$ cat src/hw/ptb_pkg.sv
// Purpose: Shared constants for the bus target interface
// Assumes: Single bus clock, active-low asynchronous reset
// Notes: Commands are the low four command/byte-enable lines
package ptb_pkg;
  // ****************************************************************
  // Bus widths
  // ****************************************************************
  localparam int PTB_AD_W = 64;
  localparam int PTB_CBE_W = 8;
  localparam int PTB_HALF_W = 32;
  localparam int PTB_CMD_W = 4;
  localparam int PTB_MEM_DEPTH = 16;
  localparam int PTB_MEM_AW = 4;
  localparam int PTB_WORD_LSB = 3;
  // ****************************************************************
  // Bus commands
  // ****************************************************************
  localparam logic [3:0] PTB_CMD_MEM_RD = 4'h6;
  localparam logic [3:0] PTB_CMD_MEM_WR = 4'h7;
  localparam logic [3:0] PTB_CMD_CFG_RD = 4'hA;
  localparam logic [3:0] PTB_CMD_CFG_WR = 4'hB;
  localparam logic [3:0] PTB_CMD_MEM_RDM = 4'hC;
  localparam logic [3:0] PTB_CMD_MEM_RDL = 4'hE;
  localparam logic [3:0] PTB_CMD_MEM_WRI = 4'hF;
  // ****************************************************************
  // Decode defaults and timing
  // ****************************************************************
  localparam logic [31:0] PTB_BASE_RST = 32'h1000_0000;
  localparam int PTB_SIZE_LOG2 = 7;
  localparam int PTB_BURST_MAX = 8;
  localparam int PTB_CLK_MHZ = 40;
  // Clock rates supported by the target
  localparam int PTB_CLK_LO_MHZ = 33;
  localparam int PTB_CLK_HI_MHZ = 66;
  localparam logic [63:0] PTB_CFG_ID = 64'h0000_0000_1234_5678;
endpackage

$ cat src/hw/ptb_mem.sv
// Purpose: Small word store behind the bus target
// Assumes: One write port with byte enables, registered read data
// Notes: Read data lag the address by one clock
`timescale 1ns/1ps
module ptb_mem #(
  parameter int DW = 64,
  parameter int AW = 4
) (
  // Clock
  input wire logic clk_sys,
  // Write port
  input wire logic wr_en,
  input wire logic [AW-1:0] wr_addr,
  input wire logic [DW-1:0] wr_data,
  input wire logic [DW/8-1:0] wr_be,
  // Read port
  input wire logic [AW-1:0] rd_addr,
  output logic [DW-1:0] rd_data
);
  logic [DW-1:0] store [2**AW];
  // ****************************************************************
  // Storage with byte-lane write
  // ****************************************************************
  always_ff @(posedge clk_sys) begin
    for (int i = 0; i < DW/8; i++) begin
      if (wr_en && wr_be[i]) begin
        store[wr_addr][i*8 +: 8] <= wr_data[i*8 +: 8];
      end
    end
    rd_data <= store[rd_addr];
  end
endmodule

$ cat src/hw/ptb_target.sv
// Purpose: Bus-side target with decode, handshakes, parity and errors
// Assumes: Initiator keeps its own framing and ready timing
// Notes: Active bus pins are split into value and output enable
//
// Functional notes
// - Everything runs on one bus clock, 33 or 66 MHz; the bench clock is 40 MHz.
// - Address rides the shared lines on the first frame-low cycle only.
// - Low four command lines give the command in address phase.
// - Command lines are byte enables during data phases, four or eight.
// - Low parity is even over low data half and low enables.
// - High parity is even over high data half and high enables.
// - Target ready low only when target can finish; high means wait.
// - Stop low when the target wants the transfer ended.
// - Configuration access answered only while config select is high.
// - On address hit, device select low for rest of access.
// - 64-bit acknowledge follows device select exactly on 64-bit memory request.
// - Data parity error output low on failed receive check.
// - Address parity error pulls open-drain system error low.
// - Interrupt pulled low while pending, released afterwards.
// - Sustained outputs driven high one cycle before release.
// - Open-drain pins only drive low or float.
`timescale 1ns/1ps
module ptb_target
  import ptb_pkg::*;
#(
  parameter logic [31:0] BASE = ptb_pkg::PTB_BASE_RST,
  parameter int SIZE_LOG2 = ptb_pkg::PTB_SIZE_LOG2
) (
  // Clock and reset
  input wire logic clk_sys,
  input wire logic arst_n,
  // Address/data and parity
  input wire logic [ptb_pkg::PTB_AD_W-1:0] ad_in,
  output logic [ptb_pkg::PTB_AD_W-1:0] ad_out,
  output logic ad_oe,
  input wire logic [ptb_pkg::PTB_CBE_W-1:0] cbe_n,
  input wire logic par_in,
  output logic par_out,
  output logic par_oe,
  input wire logic par64_in,
  output logic par64_out,
  output logic par64_oe,
  // Initiator control
  input wire logic frame_n,
  input wire logic req64_n,
  input wire logic irdy_n,
  input wire logic idsel,
  // Target responses
  output logic trdy_n,
  output logic trdy_oe,
  output logic stop_n,
  output logic stop_oe,
  output logic devsel_n,
  output logic devsel_oe,
  output logic ack64_n,
  output logic ack64_oe,
  output logic perr_n,
  output logic perr_oe,
  // Open-drain reporting
  output logic serr_oe,
  output logic inta_oe,
  // Interrupt request from user logic
  input wire logic irq_req
);
  import ptb_pkg::*;

  typedef enum logic [2:0] {
    PTB_IDLE, PTB_WAIT, PTB_XFER, PTB_TURN, PTB_BUSY
  } ptb_state_e;

  // ****************************************************************
  // Input synchronisers
  // ****************************************************************
  logic [1:0] irq_sync;
  always_ff @(posedge clk_sys or negedge arst_n) begin
    if (!arst_n) begin
      irq_sync <= 2'h0;
    end else begin
      irq_sync <= {irq_sync[0], irq_req};
    end
  end

  // ****************************************************************
  // Parity helper
  // ****************************************************************
  function automatic logic even_par(input logic [31:0] d,
                                    input logic [3:0] c);
    even_par = ^{d, c};
  endfunction

  // ****************************************************************
  // Bus state
  // ****************************************************************
  ptb_state_e state, next_state;
  logic frame_q, next_frame_q;
  logic is_rd, next_is_rd;
  logic is_cfg, next_is_cfg;
  logic wide, next_wide;
  logic [PTB_MEM_AW-1:0] waddr, next_waddr;
  logic [3:0] beats, next_beats;
  logic trdy_r, next_trdy_r;
  logic stop_r, next_stop_r;
  logic dev_r, next_dev_r;
  logic oe_r, next_oe_r;
  logic rd_oe, next_rd_oe;
  logic chk_en, next_chk_en;
  logic chk_wide, next_chk_wide;
  logic [63:0] ad_q, next_ad_q;
  logic [7:0] cbe_q, next_cbe_q;
  logic perr_r, next_perr_r;
  logic perr_on, next_perr_on;
  logic serr_r, next_serr_r;
  logic apar_chk, next_apar_chk;
  logic [63:0] rd_word;
  logic mem_we;

  logic addr_phase, hit_mem, hit_cfg, xfer;
  logic [3:0] cmd;
  assign addr_phase = !frame_n && frame_q && state == PTB_IDLE;
  assign cmd = cbe_n[PTB_CMD_W-1:0];
  assign hit_mem = (ad_in[31:SIZE_LOG2] == BASE[31:SIZE_LOG2]) &&
    (cmd == PTB_CMD_MEM_RD || cmd == PTB_CMD_MEM_WR ||
     cmd == PTB_CMD_MEM_RDM || cmd == PTB_CMD_MEM_RDL ||
     cmd == PTB_CMD_MEM_WRI);
  assign hit_cfg = idsel && (cmd == PTB_CMD_CFG_RD ||
                             cmd == PTB_CMD_CFG_WR);
  assign xfer = !irdy_n && trdy_r && state == PTB_XFER;
  assign mem_we = xfer && !is_rd && !is_cfg;

  // Next-state logic for the handshake machine
  always_comb begin
    next_state = state;
    next_frame_q = frame_n;
    next_is_rd = is_rd;
    next_is_cfg = is_cfg;
    next_wide = wide;
    next_waddr = waddr;
    next_beats = beats;
    next_trdy_r = 1'b0;
    next_stop_r = stop_r;
    next_dev_r = dev_r;
    next_oe_r = oe_r;
    next_rd_oe = rd_oe;
    next_chk_en = 1'b0;
    next_chk_wide = wide;
    next_ad_q = ad_in;
    next_cbe_q = ~cbe_n;
    next_apar_chk = addr_phase;
    case (state)
      PTB_IDLE: begin
        next_oe_r = 1'b0;
        next_rd_oe = 1'b0;
        next_stop_r = 1'b0;
        if (addr_phase && (hit_mem || hit_cfg)) begin
          next_state = PTB_WAIT;
          next_dev_r = 1'b1;
          next_oe_r = 1'b1;
          next_is_rd = !cmd[0];
          next_is_cfg = hit_cfg;
          next_wide = !req64_n && hit_mem;
          next_waddr = ad_in[PTB_WORD_LSB +: PTB_MEM_AW];
          next_beats = 4'h0;
        end else if (addr_phase) begin
          next_state = PTB_BUSY;
        end
      end
      PTB_WAIT: begin
        // One wait state lets read data come out of the store
        next_state = PTB_XFER;
        next_trdy_r = 1'b1;
        next_rd_oe = is_rd;
      end
      PTB_XFER: begin
        next_trdy_r = 1'b1;
        if (xfer) begin
          next_waddr = waddr + PTB_MEM_AW'(1);
          next_beats = beats + 4'h1;
          next_chk_en = !is_rd;
          // Read pauses a cycle so the store can refill the lines
          next_trdy_r = !is_rd;
          if (frame_n) begin
            // Final phase done: drive high one cycle, then release
            next_state = PTB_TURN;
            next_trdy_r = 1'b0;
            next_dev_r = 1'b0;
            next_stop_r = 1'b0;
          end else if (beats == 4'(PTB_BURST_MAX - 2)) begin
            next_stop_r = 1'b1;
          end
        end else if (stop_r && frame_n && irdy_n) begin
          next_state = PTB_TURN;
          next_trdy_r = 1'b0;
          next_dev_r = 1'b0;
          next_stop_r = 1'b0;
        end
        if (stop_r && xfer) begin
          next_trdy_r = 1'b0;
        end
      end
      PTB_TURN: begin
        next_state = PTB_IDLE;
        next_oe_r = 1'b0;
        next_rd_oe = 1'b0;
      end
      PTB_BUSY: begin
        if (frame_n && irdy_n) begin
          next_state = PTB_IDLE;
        end
      end
      default: next_state = PTB_IDLE;
    endcase
  end

  // Parity checks and error reporting
  always_comb begin
    next_perr_r = 1'b0;
    next_perr_on = perr_on;
    next_serr_r = 1'b0;
    if (chk_en) begin
      next_perr_r = (even_par(ad_q[31:0], ~cbe_q[3:0]) != par_in) ||
        (chk_wide && even_par(ad_q[63:32], ~cbe_q[7:4]) != par64_in);
      next_perr_on = 1'b1;
    end else if (perr_r) begin
      next_perr_on = 1'b1;
    end else begin
      next_perr_on = 1'b0;
    end
    if (apar_chk) begin
      next_serr_r =
        even_par(ad_q[31:0], ~cbe_q[3:0]) != par_in;
    end
  end

  // Register all state
  always_ff @(posedge clk_sys or negedge arst_n) begin
    if (!arst_n) begin
      state <= PTB_IDLE;
      frame_q <= 1'b1;
      is_rd <= 1'b0;
      is_cfg <= 1'b0;
      wide <= 1'b0;
      waddr <= '0;
      beats <= 4'h0;
      trdy_r <= 1'b0;
      stop_r <= 1'b0;
      dev_r <= 1'b0;
      oe_r <= 1'b0;
      rd_oe <= 1'b0;
      chk_en <= 1'b0;
      chk_wide <= 1'b0;
      ad_q <= 64'h0;
      cbe_q <= 8'h0;
      perr_r <= 1'b0;
      perr_on <= 1'b0;
      serr_r <= 1'b0;
      apar_chk <= 1'b0;
    end else begin
      state <= next_state;
      frame_q <= next_frame_q;
      is_rd <= next_is_rd;
      is_cfg <= next_is_cfg;
      wide <= next_wide;
      waddr <= next_waddr;
      beats <= next_beats;
      trdy_r <= next_trdy_r;
      stop_r <= next_stop_r;
      dev_r <= next_dev_r;
      oe_r <= next_oe_r;
      rd_oe <= next_rd_oe;
      chk_en <= next_chk_en;
      chk_wide <= next_chk_wide;
      ad_q <= next_ad_q;
      cbe_q <= next_cbe_q;
      perr_r <= next_perr_r;
      perr_on <= next_perr_on;
      serr_r <= next_serr_r;
      apar_chk <= next_apar_chk;
    end
  end

  // ****************************************************************
  // Word store
  // ****************************************************************
  logic [63:0] cfg_or_mem;
  ptb_mem #(.DW(PTB_AD_W), .AW(PTB_MEM_AW)) u_mem (
    .clk_sys(clk_sys),
    .wr_en(mem_we),
    .wr_addr(waddr),
    .wr_data(ad_in),
    .wr_be(wide ? ~cbe_n : {4'h0, ~cbe_n[3:0]}),
    .rd_addr(next_waddr),
    .rd_data(cfg_or_mem)
  );
  assign rd_word = is_cfg ? PTB_CFG_ID : cfg_or_mem;

  // ****************************************************************
  // Output drivers
  // ****************************************************************
  logic [63:0] ad_o;
  logic par_o, par64_o, adoe_o, paroe_o, p64oe_o;
  always_comb begin
    ad_o = rd_word;
    adoe_o = next_rd_oe;
    paroe_o = rd_oe; // Parity follows data by one clock
    p64oe_o = rd_oe && wide;
    par_o = even_par(ad_out[31:0], cbe_n[3:0]);
    par64_o = even_par(ad_out[63:32], cbe_n[7:4]);
  end

  always_ff @(posedge clk_sys or negedge arst_n) begin
    if (!arst_n) begin
      ad_out <= 64'h0;
      ad_oe <= 1'b0;
      par_out <= 1'b0;
      par_oe <= 1'b0;
      par64_out <= 1'b0;
      par64_oe <= 1'b0;
      trdy_n <= 1'b1;
      trdy_oe <= 1'b0;
      stop_n <= 1'b1;
      stop_oe <= 1'b0;
      devsel_n <= 1'b1;
      devsel_oe <= 1'b0;
      ack64_n <= 1'b1;
      ack64_oe <= 1'b0;
      perr_n <= 1'b1;
      perr_oe <= 1'b0;
      serr_oe <= 1'b0;
      inta_oe <= 1'b0;
    end else begin
      ad_out <= ad_o;
      ad_oe <= adoe_o;
      par_out <= par_o;
      par_oe <= paroe_o;
      par64_out <= par64_o;
      par64_oe <= p64oe_o;
      trdy_n <= !next_trdy_r;
      trdy_oe <= next_oe_r;
      stop_n <= !next_stop_r;
      stop_oe <= next_oe_r;
      devsel_n <= !next_dev_r;
      devsel_oe <= next_oe_r;
      ack64_n <= !(next_dev_r && next_wide);
      ack64_oe <= next_oe_r && next_wide;
      perr_n <= !next_perr_r;
      perr_oe <= next_perr_on;
      serr_oe <= next_serr_r;
      inta_oe <= irq_sync[1];
    end
  end
endmodule

$ cat config.mk
export PLATFORM = sky130hd
export DESIGN_NAME = ptb_target
export DESIGN_NICKNAME = d
export VERILOG_FILES = /design/src/hw/ptb_pkg.sv /design/src/hw/ptb_mem.sv /design/src/hw/ptb_target.sv
export SDC_FILE = /design/constraint.sdc
export NUM_CORES = 2
export LEC_CHECK = 0
export ABC_AREA = 1
export BUFFER_PORTS_ARGS = -buffer_cell sky130_fd_sc_hd__buf_2
export CELL_PAD_IN_SITES_DETAIL_PLACEMENT = 1
export CELL_PAD_IN_SITES_GLOBAL_PLACEMENT = 1
export CORE_MARGIN = 2
export CORE_UTILIZATION = 25
export DETAILED_ROUTE_END_ITERATION = 10
export GPL_TIMING_DRIVEN = 0
export PLACE_DENSITY_LB_ADDON = 0.2
export SYNTH_ARGS = -nofsm -noshare
export SYNTH_HDL_FRONTEND = slang
export SYNTH_SLANG_ARGS = --single-unit
$ cat constraint.sdc
create_clock -name clk_sys -period 4.1 [get_ports clk_sys]
set_input_delay 0 -clock clk_sys [delete_from_list [all_inputs] [get_ports clk_sys]]
set_output_delay 0 -clock clk_sys [all_outputs]
set_load 0.03 [all_outputs]
==> summary.md <==
| Metric | Value |
|---|---|
| Result of the run | `complete, but fails checks` |
| Failing checks | `setup timing` |
| Estimated wirelength of the detail-placed design | `154 mm` |
| TritonCTS clock tree | `done` |
| Top Ports | `162` |
| Cell leakage power | `25.8 nW` |
| Cell Pwr Density | `752 nW/um^2` |
| Worst slew margin relative to its limit | `0.0301` |
| Nature of the critical path startpoint | `flip-flop` |
| Internal portion of total power | `26.8 mW` |
| Upper clock frequency limit | `0.241 GHz` |
| Highest metal used | `met5` |
| Gate Count Post-Synth | `4921` |
| DR WL/cell | `27.3 microns` |
| Portion of the clock cycle consumed by the worst path in the final layout | `1.01` |
| Setup bufs post-CTS | `0` |
| Sequential Power Share | `0.312` |
| Worst Min Path Start | `ad_in[40]` |
| Final Non-Filler Cells | `8287` |
| Pins over their slew limit | `0` |
| Worst setup margin | `-41.8 ps` |
| Starting DRT DRC Count | `3032` |
| Max-cap violation count | `0` |
| Largest net degree at the start of global routing | `75` |
| Area growth, synth to finish | `19.5%` |
| Post-synthesis sequential area ratio | `0.686` |
| Synth Warn # | `0` |
| Detail Route Antenna Nets | `0` |
| Met3 routed wirelength | `11.0 mm` |
| Clock Tree Buf Depth | `3` |
| CTS H-Tree Depth | `4` |
| Placement row count | `169` |
| Number of unique standard cell types used by synthesis | `39` |
| Flops & latches, synth | `1263` |
| Avg Vias per Cell | `4.61` |
| Start of the worst register-to-register path | `state[0]` |
| Clock Tree Root | `clkbuf_16` |
| Antenna violations before repair | `22` |
| Wire length of the first global-routing pass | `311 mm` |
| Placement-stage worst setup slack | `-728 ps` |
| Clk sinks | `1263` |
| Worst hold path class | `in -> reg` |
| Net count of the finished layout | `5430` |
| CP startpoint | `state[0]` |
| Endpoint arrival time on the critical path | `4560 ps` |
| Combinational Power Share | `0.417` |
| Average instance area after synthesis | `10.8 sq um` |
| Aggregate negative setup slack | `-314 ps` |
| Overall die area | `216000 sq um` |
| Number of buffers created by CTS | `151` |
| GRT overflow | `0` |
| WL final | `226 mm` |
| Global-route usage over all layers | `0.207` |
| Setup slack, reg-to-reg | `-40 ps` |
| Setup violations, final | `8` |
| P_sw | `20.9 mW` |
| Number of global-route vias before repair | `38920` |
| Worst hold margin | `44.2 ps` |
| Peak ir drop on the vdd network | `0.000481 V` |
| Quantity of I/O buffers inserted on ports | `161` |
| Unrepaired setup endpoints after global routing | `yes` |
| Synthesized cell area | `53100 sq um` |
| Final Hold Fails | `0` |
| Final-layout fill cell count | `23578` |
| Critical path type | `reg -> reg` |
| Final Wtd Congestion | `0.815` |
| Horizontal die dimension | `465 microns` |
| Fraction of power spent switching nets | `0.438` |
| Met1 Routed Length | `101 mm` |
| Fraction of layout cells with a size suffix above 1 | `0.131` |
| Critical path fanouts, max | `10` |
| Via total after detailed routing | `38167` |
| Final setup skew | `28.9 ps` |
| 1st-pass router iterations | `5` |
| Post-synthesis net count | `5014` |
| Later-pin clock latency in the skew report | `800 ps` |
| Minimum clock period after layout | `4140 ps` |
| Placed cells | `7915` |
| DRC violations left | `0` |
| Required time at the endpoint of the critical path | `4520 ps` |
| Critical path capture point type | `flip-flop` |
| Starting utilization of the core area | `0.251` |
| Reg clk slew, reported paths | `60 ps` |
| DR WL met2 | `105 mm` |
| Area of the placeable core | `212000 sq um` |
| Slew of the pin with the lowest slew margin | `1450 ps` |
| Power share of the clock group | `0.271` |
| Floorplan die height | `465 microns` |
[stage by stage]
stage                     power (mW)  instance area, sq um   util
after floorplan                 25.6                 53100      -
after global placement          34.9                 57400  0.271
after detailed placement        35.0                 57700  0.272
after CTS                       48.1                 63400  0.299
after global routing            49.9                 63500  0.300
final                           47.7                 63500  0.300
[placed cells by master (no fill, tap or decap), types with 32 or more instances in the layout]
cell,instances
edfxtp_1,1024
xor2_1,32
buf_2,347
nand2_1,1161
buf_4,52
xnor2_1,110
dfxtp_1,64
clkbuf_16,157
nor2_1,159
inv_1,613
dfrtp_1,169
nand3_1,1172
clkbuf_1,94
dlygate4sd3_1,89
[cells in the mapped netlist (all sizes together)]
cell type,n,area share
o21ai,10,0.00094
nand3b,2,0.00028
dfxtp,64,0.024
inv,616,0.044
a2111oi,1,0.00017
o31ai,2,0.00028
o21bai,1,0.00035
xor2,32,0.0053
ha,12,0.0028
nand4,2,0.00024
o32ai,1,0.00017
nor4,1,0.00012
xnor2,110,0.018
nand2,1166,0.083
buf,248,0.026
clkbuf,37,0.0026
nor2,214,0.016
a21oi,11,0.0012
or2,15,0.0018
nand3,1173,0.11
dfrtp,169,0.080
edfxtp,1024,0.58
nor3,1,0.000094
a21o,1,0.00014
o22ai,2,0.00024
dfstp,6,0.0030
[worst max-delay path: stages (launching register included)]
cell and delay, ps:
dfrtp_1 420, nor2_4 190, nand2_2 180, nor2_2 330, inv_1 220, nor2_1 220, nand2_1 120, nor2_2 380
nand2_1 330, clkbuf_1 400, nor2_1 950
[power groups by stage]
stage / clock network (mW) / registers (mW) / logic [mW]
3_3_place_gp: 0 / 15.2 / 19.7
6_report: 12.9 / 14.9 / 19.9
3_5_place_dp: 0 / 15.2 / 19.8
5_1_grt: 13.6 / 15.0 / 21.3
4_1_cts: 13.2 / 14.9 / 20.0
2_1_floorplan: 0 / 15.5 / 10.1
[layer usage]
metal  vias to the layer above  track usage
met5                         -            0
met4                         2       0.0797
met3                       323       0.0262
met2                      1084        0.334
met1                     19593        0.281
li1                      17165            -
[logic make-up (layout without fill, tap and decap cells)]
logic type      Yosys count  after routing  share of synthesized area
buf+inv                 901           1443                     0.0723
flops                  1263           1263                      0.686
xor+xnor                142            142                     0.0234
fa+ha+maj                12             12                    0.00283
simple gates           2574           2574                      0.212
other cells               0              3                          0
compound gates           29             29                    0.00354
[timing repair]
item                       in CTS  in global routing
hold endpoints to repair     1296                  0
gates resized for setup        50                 19
gates cloned                    0                  0
setup endpoints to repair     435                136
hold buffers                   90                  0
[path summary, 6_finish.rpt]
check                                endpoint  cells past startpoint
hold / removal                       ad_q[40]                      2
setup / recovery           u_mem.store[9][53]                     10
max in group asynchronous          ad_out[61]                      4
min in group asynchronous          ad_out[14]                      4
setup reg to reg           u_mem.store[9][53]                     10
hold reg to reg                       inta_oe                      0
[layout make-up]
type,instances,area (sq um),area share
Sequential cell,1263,36400,0.574
Timing Repair Buffer,263,1930,0.0304
Antenna cell,3,7.51,0.000118
Multi-Input combinational cell,2757,13100,0.206
Clock inverter,46,337,0.00530
Inverter,616,2310,0.0364
Clock buffer,233,4310,0.0680
Tap cell,2821,3530,0.0556
Buffer,285,1540,0.0243
[registers in the layout, summed over array words and instances, names as in the netlist, 2 cells and up]
| signal | count |
|---|---|
| ad_out | 64 |
| irq_sync | 2 |
| u_mem.store | 1024 |
| state | 3 |
| u_mem.rd_data | 64 |
| cbe_q | 8 |
| ad_q | 64 |
| waddr | 4 |
| beats | 4 |
No activity file was read; power rests on OpenSTA's default activity.
